<file path="src/core/fer_pkg.sv">
// package of constants and types for the flash ecc error reporting block
// Summary of operation
// - local fast-path error raises integrity trap, no bus error
// - single crossbar read error returns bus error
// - burst crossbar read error forces transaction-id error
// - bus error always reaches requesting master
// - peripheral-bus burst error ends at bridge
// - bridge reports terminated error, alarm raised
// - every multi-bit error except data flash path errors enters tracking buffer until it holds 8
// - tracking buffer full sends alarm
// - security module errors: occurrence only, no details
// - data flash ecc control reads zero after boot
// - trap-disable zero: bus trap on data flash error, except bank1 reads while bank1 is reserved for the security module
package fer_pkg;

	// ************************************************************
	// register map (byte offsets on the ahb-lite bus)
	// ************************************************************
	localparam logic [7:0] FER_OFS_DFLASH_ECC_CONTROL = 8'h00;
	localparam logic [7:0] FER_OFS_STATUS              = 8'h04;
	localparam logic [7:0] FER_OFS_CLEAR               = 8'h08;
	localparam logic [7:0] FER_OFS_ENABLE              = 8'h0C;
	localparam logic [7:0] FER_OFS_CAPT_ADDR           = 8'h10;
	localparam logic [7:0] FER_OFS_CAPT_INFO           = 8'h14;
	localparam logic [7:0] FER_OFS_TRACK_COUNT         = 8'h18;

	// ************************************************************
	// reset values and field positions
	// ************************************************************
	localparam logic [31:0] FER_RST_DFLASH_ECC_CONTROL = 32'h0000_0000;
	localparam int          FER_ECC_TRAP_DISABLE_LSB            = 30;
	localparam logic [1:0]  FER_ECC_TRAP_DISABLE_RST            = 2'h0;
	localparam int          FER_TRACK_DEPTH            = 8;

	// status bit positions
	localparam int FER_ST_INTEG  = 0;
	localparam int FER_ST_BUSERR = 1;
	localparam int FER_ST_TIDERR = 2;
	localparam int FER_ST_BRIDGE = 3;
	localparam int FER_ST_FULL   = 4;
	localparam int FER_ST_DFLASH = 5;
	localparam int FER_NST       = 6;

	// ************************************************************
	// types
	// ************************************************************
	// access path of an erroneous read
	typedef enum logic [1:0] {
		FER_PATH_FAST  = 2'h0,
		FER_PATH_CROSSBAR_UNIT  = 2'h1,
		FER_PATH_PERIPH= 2'h2,
		FER_PATH_DFL   = 2'h3
	} fer_path_t;

	// answer given to the master
	typedef enum logic [2:0] {
		FER_RSP_NONE   = 3'h0,
		FER_RSP_PTRAP  = 3'h1,
		FER_RSP_DTRAP  = 3'h2,
		FER_RSP_BUSERR = 3'h3,
		FER_RSP_TIDERR = 3'h4
	} fer_rsp_t;

	// bus slave state
	typedef enum logic [1:0] {
		FER_BS_IDLE = 2'b00,
		FER_BS_DATA = 2'b01
	} fer_bs_t;

endpackage

</file>
<file path="src/core/fer_track_if.sv">
// interface between the router and the tracking buffer
`timescale 1ns/1ps
`default_nettype none
interface fer_track_if;
	logic        push;    // one error entered
	logic [31:0] addr;    // address of the error
	logic        full;    // buffer full level
	logic [3:0]  count;   // entries held
	logic        clear;   // software empties buffer
	modport router (output push, output addr, output clear,
		input full, input count);
	modport buffer (input push, input addr, input clear,
		output full, output count);
endinterface
`default_nettype wire

</file>
<file path="src/core/fer_track_buf.sv">
// multi-bit error tracking buffer with full flag
`timescale 1ns/1ps
`default_nettype none
module fer_track_buf #(
	parameter int DEPTH = 8
) (
	// clock and reset
	input wire logic       hclk,
	input wire logic       hresetn,
	// router side
	fer_track_if.buffer    trk
);
	import fer_pkg::*;

	// ************************************************************
	// storage
	// ************************************************************
	logic [31:0] mem_q [DEPTH];          // recorded error addresses
	logic [3:0]  cnt_q;                  // entries held
	logic [3:0]  cnt_d;
	logic        wr;
	logic [2:0]  wr_idx;                 // slot the next entry goes to

	// next count; a full buffer keeps its contents and ignores pushes
	always_comb begin
		// an error landing with the clear is kept: it starts the new fill
		wr     = trk.push && (trk.clear || (cnt_q < 4'(DEPTH)));
		wr_idx = trk.clear ? 3'h0 : cnt_q[2:0];
		cnt_d  = cnt_q;
		if (trk.clear) begin
			cnt_d = {3'h0, trk.push};
		end else if (wr) begin
			cnt_d = cnt_q + 4'h1;
		end
	end

	// register count
	always_ff @(posedge hclk or negedge hresetn) begin
		if (!hresetn) begin
			cnt_q <= 4'h0;
		end else begin
			cnt_q <= cnt_d;
		end
	end

	// memory write, no reset needed for data
	always_ff @(posedge hclk) begin
		if (wr) begin
			mem_q[wr_idx] <= trk.addr;
		end
	end

	assign trk.count = cnt_q;
	assign trk.full  = (cnt_q == 4'(DEPTH));
endmodule
`default_nettype wire

</file>
<file path="src/core/fer_router.sv">
// routes flash multi-bit ecc errors to the reading master and raises alarms
//
// The register offsets and the AHB-Lite slave port were left to the implementer.
`timescale 1ns/1ps
`default_nettype none
module fer_router (
	// clock and reset
	input  wire logic               hclk,
	input  wire logic               hresetn,
	// ahb-lite slave
	input  wire logic               hsel,
	input  wire logic [7:0]         haddr,
	input  wire logic [1:0]         htrans,
	input  wire logic               hwrite,
	input  wire logic [2:0]         hsize,
	input  wire logic [31:0]        hwdata,
	input  wire logic               hready,
	output logic [31:0]             hrdata,
	output logic                    hreadyout,
	output logic                    hresp,
	// flash read completion with error report
	input  wire logic               rd_valid,
	input  wire logic               rd_mbe,
	input  wire fer_pkg::fer_path_t rd_path,
	input  wire logic               rd_burst,
	input  wire logic               rd_ifetch,
	input  wire logic               rd_secmod,
	input  wire logic               rd_dfl_bank1,
	input  wire logic               dfl_bank1_secmod,
	input  wire logic [31:0]        rd_addr,
	input  wire logic [31:0]        rd_data,
	// answer to the master, same cycle group as data
	output logic                    rsp_valid,
	output logic [31:0]             rsp_data,
	output fer_pkg::fer_rsp_t       rsp_kind,
	// alarms to the safety management unit
	output logic                    alarm_track_full,
	output logic                    alarm_bus_event,
	// interrupt
	output logic                    irq
);
	import fer_pkg::*;

	// ************************************************************
	// signals
	// ************************************************************
	fer_track_if trk ();                       // tracking buffer link
	logic [31:0] ctrl_q, ctrl_d;               // dflash ecc control
	logic [FER_NST-1:0] st_q, st_d;            // sticky status
	logic [FER_NST-1:0] en_q, en_d;            // interrupt enable
	logic [FER_NST-1:0] ev;                    // events this cycle
	logic [31:0] capt_addr_q, capt_addr_d;     // captured address
	logic [31:0] capt_info_q, capt_info_d;     // captured details
	logic        rsp_valid_d;
	logic [31:0] rsp_data_d;
	fer_rsp_t    rsp_kind_q, rsp_kind_d;
	logic        full_q, full_d;               // full level, delayed
	logic        afull_d, abus_d, irq_d;
	// bus slave
	fer_bs_t     bs_q, bs_d;
	logic        wr_q, wr_d;
	logic [7:0]  ad_q, ad_d;
	logic [31:0] hrdata_d;
	logic        track_clr;
	logic [1:0]  ecc_trap_disable;

	// ************************************************************
	// tracking buffer
	// ************************************************************
	fer_track_buf #(.DEPTH(FER_TRACK_DEPTH)) u_trk (
		.hclk    (hclk),
		.hresetn (hresetn),
		.trk     (trk)
	);

	assign ecc_trap_disable   = ctrl_q[FER_ECC_TRAP_DISABLE_LSB +: 2];
	assign trk.push  = rd_valid && rd_mbe && (rd_path != FER_PATH_DFL);
	assign trk.addr  = rd_addr;
	assign trk.clear = track_clr;

	// ************************************************************
	// error routing
	// ************************************************************
	// decides the answer that goes out with the read data itself
	always_comb begin
		rsp_valid_d = rd_valid;
		rsp_data_d  = rd_data;
		rsp_kind_d  = FER_RSP_NONE;
		ev          = '0;
		if (rd_valid && rd_mbe) begin
			case (rd_path)
				FER_PATH_FAST: begin
					// no bus involved, so only a trap
					rsp_kind_d = rd_ifetch ? FER_RSP_PTRAP : FER_RSP_DTRAP;
					ev[FER_ST_INTEG] = 1'b1;
				end
				FER_PATH_CROSSBAR_UNIT: begin
					if (rd_burst) begin
						rsp_kind_d = FER_RSP_TIDERR;
						ev[FER_ST_TIDERR] = 1'b1;
					end else begin
						rsp_kind_d = FER_RSP_BUSERR;
						ev[FER_ST_BUSERR] = 1'b1;
					end
				end
				FER_PATH_PERIPH: begin
					if (rd_burst) begin
						// id error stops at the bridge; master sees data only
						rsp_kind_d = FER_RSP_NONE;
						ev[FER_ST_BRIDGE] = 1'b1;
					end else begin
						// single transfers, as the debug master uses
						rsp_kind_d = FER_RSP_BUSERR;
						ev[FER_ST_BUSERR] = 1'b1;
					end
				end
				FER_PATH_DFL: begin
					// trap only when trap-disable is clear and bank allowed
					if (ecc_trap_disable == FER_ECC_TRAP_DISABLE_RST &&
					    !(rd_dfl_bank1 && dfl_bank1_secmod)) begin
						rsp_kind_d = FER_RSP_BUSERR;
						ev[FER_ST_DFLASH] = 1'b1;
					end
				end
				default: rsp_kind_d = FER_RSP_NONE;
			endcase
		end
		// alarm on the rising edge of full only
		full_d  = trk.full;
		ev[FER_ST_FULL] = trk.full && !full_q;
		afull_d = trk.full && !full_q;
		abus_d  = ev[FER_ST_BRIDGE];
	end

	// capture registers; security module leaves details out
	always_comb begin
		capt_addr_d = capt_addr_q;
		capt_info_d = capt_info_q;
		if (rd_valid && rd_mbe) begin
			if (rd_secmod) begin
				capt_info_d = {31'h0, 1'b1};
			end else begin
				capt_addr_d = rd_addr;
				// bit0 valid, bits3:1 kind, bit4 burst, bit5 ifetch
				capt_info_d = {26'h0, rd_ifetch, rd_burst,
					rsp_kind_d, 1'b1};
			end
		end
	end

	// ************************************************************
	// ahb-lite slave
	// ************************************************************
	// zero wait states; write data lands in the data phase
	always_comb begin
		bs_d      = FER_BS_IDLE;
		wr_d      = 1'b0;
		ad_d      = ad_q;
		ctrl_d    = ctrl_q;
		en_d      = en_q;
		track_clr = 1'b0;
		st_d      = st_q;
		if (hsel && hready && htrans[1]) begin
			bs_d = FER_BS_DATA;
			wr_d = hwrite;
			ad_d = haddr;
		end
		if (bs_q == FER_BS_DATA && wr_q) begin
			case (ad_q)
				FER_OFS_DFLASH_ECC_CONTROL: ctrl_d = hwdata;
				FER_OFS_ENABLE: en_d = hwdata[FER_NST-1:0];
				FER_OFS_CLEAR: begin
					st_d = st_q & ~hwdata[FER_NST-1:0];
					track_clr = hwdata[FER_ST_FULL];
				end
				default: ctrl_d = ctrl_q;
			endcase
		end
		// set wins over clear
		st_d  = st_d | ev;
		irq_d = |(st_d & en_d);
	end

	// read data for the next data phase
	always_comb begin
		hrdata_d = 32'h0000_0000;
		if (hsel && hready && htrans[1] && !hwrite) begin
			case (haddr)
				FER_OFS_DFLASH_ECC_CONTROL: hrdata_d = ctrl_d;
				FER_OFS_STATUS:      hrdata_d = 32'(st_d);
				FER_OFS_ENABLE:      hrdata_d = 32'(en_d);
				FER_OFS_CAPT_ADDR:   hrdata_d = capt_addr_d;
				FER_OFS_CAPT_INFO:   hrdata_d = capt_info_d;
				FER_OFS_TRACK_COUNT: hrdata_d = {28'h0, trk.count};
				default:             hrdata_d = 32'h0000_0000;
			endcase
		end
	end

	// ************************************************************
	// registers
	// ************************************************************
	always_ff @(posedge hclk or negedge hresetn) begin
		if (!hresetn) begin
			ctrl_q           <= FER_RST_DFLASH_ECC_CONTROL;
			st_q             <= '0;
			en_q             <= '0;
			capt_addr_q      <= 32'h0000_0000;
			capt_info_q      <= 32'h0000_0000;
			rsp_valid        <= 1'b0;
			rsp_data         <= 32'h0000_0000;
			rsp_kind_q       <= FER_RSP_NONE;
			full_q           <= 1'b0;
			alarm_track_full <= 1'b0;
			alarm_bus_event  <= 1'b0;
			irq              <= 1'b0;
			bs_q             <= FER_BS_IDLE;
			wr_q             <= 1'b0;
			ad_q             <= 8'h00;
			hrdata           <= 32'h0000_0000;
		end else begin
			ctrl_q           <= ctrl_d;
			st_q             <= st_d;
			en_q             <= en_d;
			capt_addr_q      <= capt_addr_d;
			capt_info_q      <= capt_info_d;
			rsp_valid        <= rsp_valid_d;
			rsp_data         <= rsp_data_d;
			rsp_kind_q       <= rsp_kind_d;
			full_q           <= full_d;
			alarm_track_full <= afull_d;
			alarm_bus_event  <= abus_d;
			irq              <= irq_d;
			bs_q             <= bs_d;
			wr_q             <= wr_d;
			ad_q             <= ad_d;
			hrdata           <= hrdata_d;
		end
	end

	assign rsp_kind  = rsp_kind_q;
	assign hreadyout = 1'b1;
	assign hresp     = 1'b0;
endmodule
`default_nettype wire

</file>
<file path="config.mk">
export PLATFORM = sky130hd
export DESIGN_NAME = fer_router
export DESIGN_NICKNAME = d
export VERILOG_FILES = /design/src/core/fer_pkg.sv /design/src/core/fer_track_if.sv /design/src/core/fer_track_buf.sv /design/src/core/fer_router.sv
export SDC_FILE = /design/constraint.sdc
export NUM_CORES = 1
export LEC_CHECK = 0
export BUFFER_PORTS_ARGS = -buffer_cell sky130_fd_sc_hd__buf_2
export CORE_MARGIN = 4
export CORE_UTILIZATION = 48
export CTS_BUF_LIST = sky130_fd_sc_hd__clkbuf_16
export DETAILED_ROUTE_END_ITERATION = 16
export GPL_ROUTABILITY_DRIVEN = 0
export PLACE_DENSITY = 0.8
export RECOVER_POWER = 100
export SLEW_MARGIN = 5
export SYNTH_ARGS = -nofsm -noshare
export SYNTH_HDL_FRONTEND = slang
export SYNTH_SLANG_ARGS = --single-unit
</file>
<file path="constraint.sdc">
create_clock -name hclk -period 2.3 [get_ports hclk]
set_input_delay 0.115 -clock hclk [delete_from_list [all_inputs] [get_ports hclk]]
set_output_delay 0.115 -clock hclk [all_outputs]
set_load 0.1 [all_outputs]
</file>
Word level (Yosys, flattened, before mapping)
Cells that the tools add are included.

storage, ports and cells
  memories kept = 0
  flip-flop bits (word level) = 195
  latch bits = 0
  bits in writable memories = 0
  memory bits (read-only) = 0

cells by class
  muxes and demuxes = 34
  add/subtract/negate cells = 1
  $mul = 0
  shift operators = 0
  divide/modulo/power cells = 0
  magnitude comparators = 1
  bitwise logic cells = 4
  reduce and logical (&&, ||, !) cells = 21
  equality and inequality tests = 13

operators by type and width
  operator                                             count
  2-to-1 mux 32 bit                                    6
  case mux 32 bit (6 select lines)                     1
  2-to-1 mux 6 bit                                     5
  equality test 8 x 4 -> 1 bit, second input constant  3
  equality test 8 x 5 -> 1 bit, second input constant  3
  zero test 8 bit                                      2
  2-to-1 mux 1 bit                                     13
  bitwise AND 6 bit                                    2
  2-to-1 mux 4 bit                                     3
  case mux 3 bit (4 select lines)                      1
  logical AND 1 bit                                    10
  equality test 8 x 3 -> 1 bit, second input constant  1
  2-to-1 mux 2 bit                                     3
  2-to-1 mux 3 bit                                     2
  inverter 6 bit                                       1
  bitwise OR 6 bit                                     1
  OR reduction 6 bit                                   1
  adder 4 x 1 -> 4 bit, second input constant          1
  equality test 2 x 1 -> 1 bit, second input constant  2
  equality test 2 bit, second input constant           2
  equality test 4 bit, second input constant           1
  zero test 2 bit                                      2
  less-than comparator 4 bit, second input constant    1
  zero test 1 bit                                      3
  4 further kinds                                      4

Depth between registers and ports, before layout
Gate-level depths: netlist (run 1).

  depth after elaboration = 10
  depth in mapped cells = 7

Modules after synthesis
Synthesis (run 1) repeated with hierarchy kept, for this count alone.

second synthesis, totals
  cell total of the unflattened synthesis = 552
  area total of the unflattened synthesis = 7542.2 um2

by module, submodules not included
  module         area an instance (um2)  instances  sequential area each (um2)  cells an instance
  fer_router     7329.5                  1          4754.6                      530
  fer_track_buf  212.7                   1          100.1                       22

Worst setup path after synthesis (run 1)
OpenSTA, ideal clock, no wires.

  path type = reg-to-reg
  from = register ad_q[5]
  to = register hrdata[2]
  path buffers = 1
  stages on the path, launching flop included = 7
  data required time = 2171 ps
  path slack = 51 ps
  data arrival time = 2120 ps
  setup time = 129 ps
  clock period less this slack = 2249 ps
  path through = dfrtp_1 -> nor4_4 -> and4_1 -> buf_2 -> mux2_2 -> and2_1 -> o41a_1

RTL lines
  item                              line               source
  start, declared                   fer_router.sv:62   logic [7:0] ad_q, ad_d;
  start signal, assigned            fer_router.sv:219  ad_q <= 8'h00;
  start signal, assigned            fer_router.sv:236  ad_q <= ad_d;
  equality test 8 x 4 -> 1 bit      fer_router.sv:169  case (ad_q)
  2-to-1 mux 6 bit                  fer_router.sv:169
  2-to-1 mux 6 bit                  fer_router.sv:168  if (bs_q == FER_BS_DATA && wr_q) begin
  net en_d[2]                       fer_router.sv:50   logic [FER_NST-1:0] en_q, en_d;
  case mux 32 bit (6 select lines)  fer_router.sv:188  case (haddr)
  2-to-1 mux 32 bit                 fer_router.sv:187  if (hsel && hready && htrans[1] && !hwrite) begin
  net hrdata_d[2]                   fer_router.sv:63   logic [31:0] hrdata_d;
  end signal, assigned              fer_router.sv:237  hrdata <= hrdata_d;
  end, declared                     fer_router.sv:18   output logic [31:0] hrdata,

The timed path passes the listed nets, and every way through them passes these cells.
A chain may end at the register's enable or synchronous reset.

Final worst setup path (run 1)
  from = register ad_q[1]
  to = register hrdata[21]

between the ends
  longest elaborated chain between the ends = 5

ends and longest elaborated chain
  item                              line               source
  zero test 8 bit                   fer_router.sv:169
  2-to-1 mux 32 bit                 fer_router.sv:169
  2-to-1 mux 32 bit                 fer_router.sv:168
  net ctrl_d[21]                    fer_router.sv:48   logic [31:0] ctrl_q, ctrl_d;
  case mux 32 bit (6 select lines)  fer_router.sv:188
  2-to-1 mux 32 bit                 fer_router.sv:187
  net hrdata_d[21]                  fer_router.sv:63

The timed path passes the listed nets, and every way through them passes these cells.

==> summary.txt, run 1 <==
STA
  – Final Hold Fails: 0
  – Setup violators final: 0
  – RSZ-0062 raised after global routing: false
  – Final Hold Slack: 0.0583 ns
  – Clock skew: 0.00794 ns
  – Setup TNS: 0 ns
  – Final worst path period share: 0.964
  – Final Worst Setup Slack: 0.0827 ns
  – Maximum clock rate: 451 MHz
  – Fin. max-slew vios: 76
  – Max_slew headroom: -0.240
  – Worst-margin pin slew: 1.86 ns
  – Fin crit period: 2.22 ns

Global routing
  – First-pass GRT wire length: 31600 um
  – Largest net degree at the start of global routing: 77
  – Grt total ovfl: 0
  – Initial antenna violation count: 1
  – Vias in the first global route: 6242
  – Global Route Usage Sum: 0.223

Floorplan
  – Die area: 18200 um2
  – Die width: 135 um
  – Die Ht: 135 um
  – Starting Density: 0.488
  – Core Rows: 46
  – Core Area: 15800 um2
  – IO Pins: 196

Place
  – Placed Cells: 967
  – DP Wirelength: 12500 um
  – Buffers on Ports: 189
  – Pre-CTS setup slack: 0.117 ns

Logic synthesis
  – Yosys cell types: 56
  – Syn avg cell area: 13.6 um2
  – Yosys top cell by area: dfrtp_1
  – Syn_nets: 698
  – Post-synth EDFFs: 0
  – Top cells by area, synth: dfrtp_1 63%, mux2_2 10%, and2_1 4.6%, a32o_1 3.4%, o21a_1 2.5%
  – Top cell type's share of synthesized area: 0.629
  – Register area share after synthesis: 0.629
  – Asr flop ratio synth: 1.00
  – Area of the mapped netlist: 7720 um2
  – Register bit total from synthesis: 194
  – Yosys warns: 0
  – Ys flop type: dfrtp_1
  – Cells after Synth: 568

Routing
  – DRC: 0
  – Detail Route Antenna Nets: 0
  – DR top layer: met4
  – Avg Vias per Cell: 5.10
  – Final Routed Wirelength: 19700 um
  – WL met2: 10200 um
  – Met3 Wirelength: 1160 um
  – Routed length per placed instance: 17.8 um
  – Via count: 5644
  – Wl on met1: 7950 um
  – Pre-antenna DRT Iters: 5
  – DRT iter0 DRCs: 278

Power
  – P_leak: 4.79 nW
  – Peak supply drop: 0.515 mV
  – PD cells: 749 nW/um2

Critical path
  – Worst Path Required: 2.62 ns
  – Critical Path AT: 2.54 ns
  – Peak fanout along the critical path: 12
  – Crit. End Element: flip-flop
  – Worst setup SP type: flip-flop
  – R2r endpoint: hrdata[21]
  – Crit path kind: flip-flop to flip-flop
  – RR Startpoint: ad_q[1]
  – FF-to-FF path depth: 7
  – Reg2Reg Setup Slack: 0.08 ns

Clock network
  – Clock Tree Root: clkbuf_16
  – H-tree levels: 4
  – Post-CTS Setup Bufs: 0
  – CTS tree: done
  – Clock buffer count from CTS: 17
  – CTS Buffer Depth: 2
  – Post-cts resize count: 0
  – Clk_lat worst skew: 0.43 ns
  – CTS sink cnt: 194
  – Clock transition at path regs: 0.08 ns

Layout
  – Commonest non-fill, non-tap cell in the layout: dfrtp_1
  – Nets: 1006
  – # fillers: 1194
  – Area Growth Syn to Fin: 36.5%
  – Non-Filler Instances: 1106
  – Layout cells sized above 1: 0.251
  – Utilization after layout: 0.665
  – Most frequent cells in the layout: 194 x dfrtp_1, 113 x buf_2, 106 x dlygate4sd3_1

Worst hold path
  – Worst Hold Launch: rd_secmod
  – Sink of the worst hold path: capt_info_q[4]
  – Worst hold path class: input pin to flip-flop
  – Hold Path Stages: 3

Flow run
  – Max-cap viol count: 1

Run status
  – Failing checks: max-capacitance violations, max-slew violations
  – Status: complete, but fails checks
-- critical path: stages, from the launching register on --
cell and delay (ns):
dfrtp_1 0.39, nor4bb_1 0.39, buf_4 0.24, nand3_4 0.15, buf_4 0.26, mux2_1 0.35, and2_0 0.14, o21a_1 0.18
-- metrics by stage --
| step | area, um2 | power [mW] |
|---|---|---|
| 5_1_grt | 10500 | 8.21 |
| 2_1_floorplan | 7720 | 4.52 |
| 6_report | 10500 | 7.89 |
| 3_5_place_dp | 9020 | 4.89 |
| 4_1_cts | 10700 | 7.96 |
| 3_3_place_gp | 9020 | 4.85 |
-- worst max-delay path by stage --
stage | to | depth (start not counted) | slack [ns] | start
after floorplan | hrdata[2] | 6 | 0.05 | ad_q[5]
after global placement | hrdata[1] | 6 | 0.14 | ad_q[5]
after detailed placement | hrdata[1] | 6 | 0.12 | ad_q[5]
after CTS | hrdata[1] | 6 | 0.09 | ad_q[5]
after global routing | hrdata[25] | 7 | 0.01 | ad_q[1]
final | hrdata[21] | 7 | 0.08 | ad_q[1]
-- report_power, final --
part	switching, mW	internal (mW)
Clock	1.41	1.55
Sequential	0.126	3.68
Combinational	0.700	0.425
Total	2.24	5.65
-- layer usage --
| metal | track usage | vias to the layer above |
|---|---|---|
| li1 | - | 2621 |
| met1 | 0.276 | 2783 |
| met2 | 0.386 | 205 |
| met3 | 0.0492 | 35 |
| met4 | 0.0848 | 0 |
| met5 | 0 | - |
-- Yosys cell counts (5+ instances only) --
cell        n
nand2_1    22
mux2_2     71
mux2i_1     5
nor2_1     18
nor3_1      6
nand4_1     6
inv_1      17
ha_1        7
buf_2       9
clkbuf_1   17
o21a_1     26
a21oi_1     6
nand2b_1    5
a32o_1     26
a31oi_1     5
and2_1     57
o21ai_0     5
dfrtp_1   194
-- cells by family after synthesis --
group,Yosys count,synth area share
DFF,194,0.629
and+or+nand+nor,140,0.110
AOI/OAI and AO/OA,96,0.102
muxes,79,0.116
buffers and inverters,48,0.0277
adders and majority gates,7,0.0114
other,2,0.000973
xor gates and xnor gates,2,0.00227
-- repair_timing --
| action | CTS | global route |
|---|---|---|
| hold buffers | 106 | 0 |
| endpoints found under the hold margin | 180 | 0 |
| endpoints found under the setup margin | 0 | 0 |
-- registers in the layout, summed over array words and instances, names as in the netlist, 3 cells and up --
register and cells:
ctrl_q 32, capt_addr_q 32, hrdata 32, capt_info_q 32
st_q 6, u_trk.trk.count 4, rsp_kind 3, en_q 6
rsp_data 32, ad_q 8
-- final cells by class --
class / instances / area (um2) / area share
Antenna cell: 1 / 2.50 / 0.000238
Clock buffer: 17 / 425 / 0.0404
Clock inverter: 15 / 165 / 0.0157
Inverter: 17 / 63.8 / 0.00606
Multi-Input combinational cell: 326 / 2630 / 0.250
Sequential cell: 194 / 4850 / 0.461
Tap cell: 216 / 270 / 0.0257
Timing Repair Buffer: 320 / 2120 / 0.201
No activity file was read; power rests on OpenSTA's default activity.
==> inputs of run 2 (changes only) <==
==> constraint.sdc (replaced) <==
create_clock -name hclk -period 2.3 [get_ports hclk]
set_input_delay 0.345 -clock hclk [delete_from_list [all_inputs] [get_ports hclk]]
set_output_delay 0.345 -clock hclk [all_outputs]
set_load 0.1 [all_outputs]
==> run 2 against run 1 <==
  * The run still ends with max-capacitance violations, max-slew violations left
  * Wire length is 9.8% lower
  * First-iteration DRC count is 41% higher
  * Worst setup slack better by 0.010 ns
  * Largest cell class unchanged
  * Die area did not move
  * Sequential share of layout area grew 4.7 points
  * Critical path depth is 1 lower
  * Design area down 9.2%
  * Critical path type unchanged
  * Final cell count down 8.8%
  * Clock power down 6.8%
  * Non-clock buffer count shrank 97
  * Power decreased by 4.0%
  * Core utilization shrank 6.1 points
==> summary.txt, run 2 (same netlist as run 1, synthesis figures left out) <==
Global routing
  – Global Route Usage Sum: 0.204 (-0.0190)
  – Largest net degree at the start of global routing: 66 (-14%)
  – Grt total ovfl: 0 (unchanged)
  – Initial antenna violation count: 1 (unchanged)
  – Vias in the first global route: 5570 (-11%)
  – First-pass GRT wire length: 29000 um (-8.3%)

Power
  – Internal: 5.49 mW (-2.9%)
  – Sw Share: 0.276 (-0.00796)
  – Power share of the clock group: 0.365 (-0.010)
  – Psw: 2.09 mW (-6.7%)
  – Reg power frac: 0.503 (+0.021)
  – P_leak: 4.39 nW (-8.5%)
  – Power Total: 7.57 mW (-4.0%)
  – Peak supply drop: 0.502 mV (-2.6%)
  – Logic pwr share: 0.132 (-0.011)
  – PD cells: 792 nW/um2 (+5.7%)

Critical path
  – R2r endpoint: hrdata[2]
  – Peak fanout along the critical path: 8 (-4)
  – Crit. End Element: flip-flop
  – Reg2Reg Setup Slack: 0.09 ns (about the same)
  – RR Startpoint: ad_q[1]
  – Crit path kind: flip-flop to flip-flop
  – Worst setup SP type: flip-flop
  – FF-to-FF path depth: 6 (-1)
  – Worst Path Required: 2.61 ns (about the same)
  – Critical Path AT: 2.51 ns (-0.03 ns)

Worst hold path
  – Worst hold path class: input pin to flip-flop
  – Sink of the worst hold path: rsp_data[26]
  – Hold Path Stages: 1 (-2)
  – Worst Hold Launch: rd_data[26]

Place
  – Buffers on Ports: 189 (unchanged)
  – Placed cell area: 9120 um2 (+1.1%)
  – DP Wirelength: 12700 um (+2.3%)
  – Pre-CTS setup slack: 0.128 ns (+0.0115 ns)

STA
  – Maximum clock rate: 453 MHz (+0.48%)
  – Clock skew: 0.0107 ns (+0.00277 ns)
  – Fin crit period: 2.21 ns (-0.0105 ns)
  – RSZ-0062 raised after global routing: false
  – Final worst path period share: 0.959 (-0.00456)
  – Final Worst Setup Slack: 0.0932 ns (+0.0105 ns)
  – Final Hold Fails: 0 (unchanged)
  – Worst-margin pin slew: 1.72 ns (-0.142 ns)
  – Max_slew headroom: -0.145 (+0.0948)
  – Setup TNS: 0 ns (unchanged)
  – Fin. max-slew vios: 63 (-17%)
  – Setup violators final: 0 (unchanged)

Floorplan
  – Die area: 18200 um2 (unchanged)
  – Die Ht: 135 um (unchanged)
  – IO Pins: 196 (unchanged)
  – Core Area: 15800 um2 (unchanged)
  – Die width: 135 um (unchanged)
  – Starting Density: 0.488 (unchanged)
  – Core Rows: 46 (unchanged)

Routing
  – Pre-antenna DRT Iters: 5 (unchanged)
  – Detail Route Antenna Nets: 0 (unchanged)
  – Avg Vias per Cell: 5.20 (+1.9%)
  – Routed length per placed instance: 17.6 um (-1.2%)
  – DRC: 0 (unchanged)
  – Via count: 5246 (-7.1%)
  – Final Routed Wirelength: 17700 um (-9.8%)
  – DRT iter0 DRCs: 392 (+41%)

Clock network
  – Clock buffer count from CTS: 17 (unchanged)
  – Clock Tree Root: clkbuf_16
  – H-tree levels: 4 (unchanged)
  – Clock transition at path regs: 0.07 ns (about the same)
  – Post-CTS Setup Bufs: 0 (unchanged)
  – Clk_lat worst skew: 0.43 ns (about the same)
  – CTS tree: done
  – CTS Buffer Depth: 2 (unchanged)
  – CTS sink cnt: 194 (unchanged)

Layout
  – Area Growth Syn to Fin: 23.9%
  – Final Cell Area: 9560 um2 (-9.2%)
  – Nets: 909 (-9.6%)
  – Commonest non-fill, non-tap cell in the layout: dfrtp_1
  – Layout cells sized above 1: 0.289 (+0.0383)
  – Most frequent cells in the layout: 194 x dfrtp_1, 114 x buf_2, 77 x clkbuf_1
  – Utilization after layout: 0.604 (-0.0610)

Flow run
  – Max-cap viol count: 1 (unchanged)

Run status
  – Status: complete, but fails checks
  – Failing checks: max-capacitance violations, max-slew violations
==> run 2: cell count changes in the layout (fill, tap and decap cells not counted), moves of 2 or more <==
cell / before / now
and2_1: 24 / 16
and2_0: 33 / 41
clkinv_2: 0 / 3
mux2_1: 30 / 28
inv_8: 3 / 0
clkinv_1: 0 / 3
buf_4: 18 / 20
inv_6: 6 / 2
buf_12: 2 / 7
mux2_2: 44 / 46
dlygate4sd3_1: 106 / 3
==> run 2: critical path, cell delays in order (launching register included) <==
cell	delay, ns
dfrtp_1	0.38
nor4bb_1	0.30
buf_4	0.22
and4_1	0.23
mux2_2	0.37
and2_1	0.15
o41a_1	0.43
==> run 2: worst max path at each step <==
| stage | from | endpoint | cells past startpoint |
|---|---|---|---|
| after floorplan | ad_q[5] | hrdata[2] | 6 |
| after global placement | haddr[1] | hrdata[13] | 6 |
| after global routing | hresetn | hrdata[23] | 3 |
| final | ad_q[1] | hrdata[2] | 6 |
| after detailed placement | haddr[1] | hrdata[22] | 6 |
| after CTS | ad_q[1] | hrdata[2] | 6 |
==> run 2: final cells by class <==
class / instances / area [um2]
Tap cell: 216 / 270
Clock inverter: 15 / 119
Multi-Input combinational cell: 326 / 2640
Clock buffer: 17 / 425
Fill cell: 1318 / 6260
Inverter: 17 / 63.8
Sequential cell: 194 / 4850
Antenna cell: 1 / 2.50
Timing Repair Buffer: 223 / 1190
==> run 2: metal layers <==
metal	share of wire	GRT usage
met5	0	0
met4	0.012	0.0571
met3	0.079	0.0630
met2	0.48	0.328
met1	0.42	0.272
==> run 2: power groups by stage <==
stage | logic, mW | registers, mW | clock network [mW]
final | 1.00 | 3.81 | 2.76
after detailed placement | 1.03 | 3.87 | 0
after global routing | 1.10 | 3.84 | 2.98
after floorplan | 0.404 | 4.11 | 0
after global placement | 1.01 | 3.85 | 0
after CTS | 1.04 | 3.80 | 2.81
==> run 2: timing repair <==
item	CTS	global route
hold buffers	1	2
setup endpoints to repair	0	1
endpoints found under the hold margin	61	2
gates resized for setup	0	1
==> run 2: through the flow <==
step,hold slack (ns),std cells
after CTS,0.00252,1006
final,0.0196,1009
after global placement,0.376,973
after global routing,0.00129,1009
after detailed placement,0.376,973
after floorplan,0.0494,568
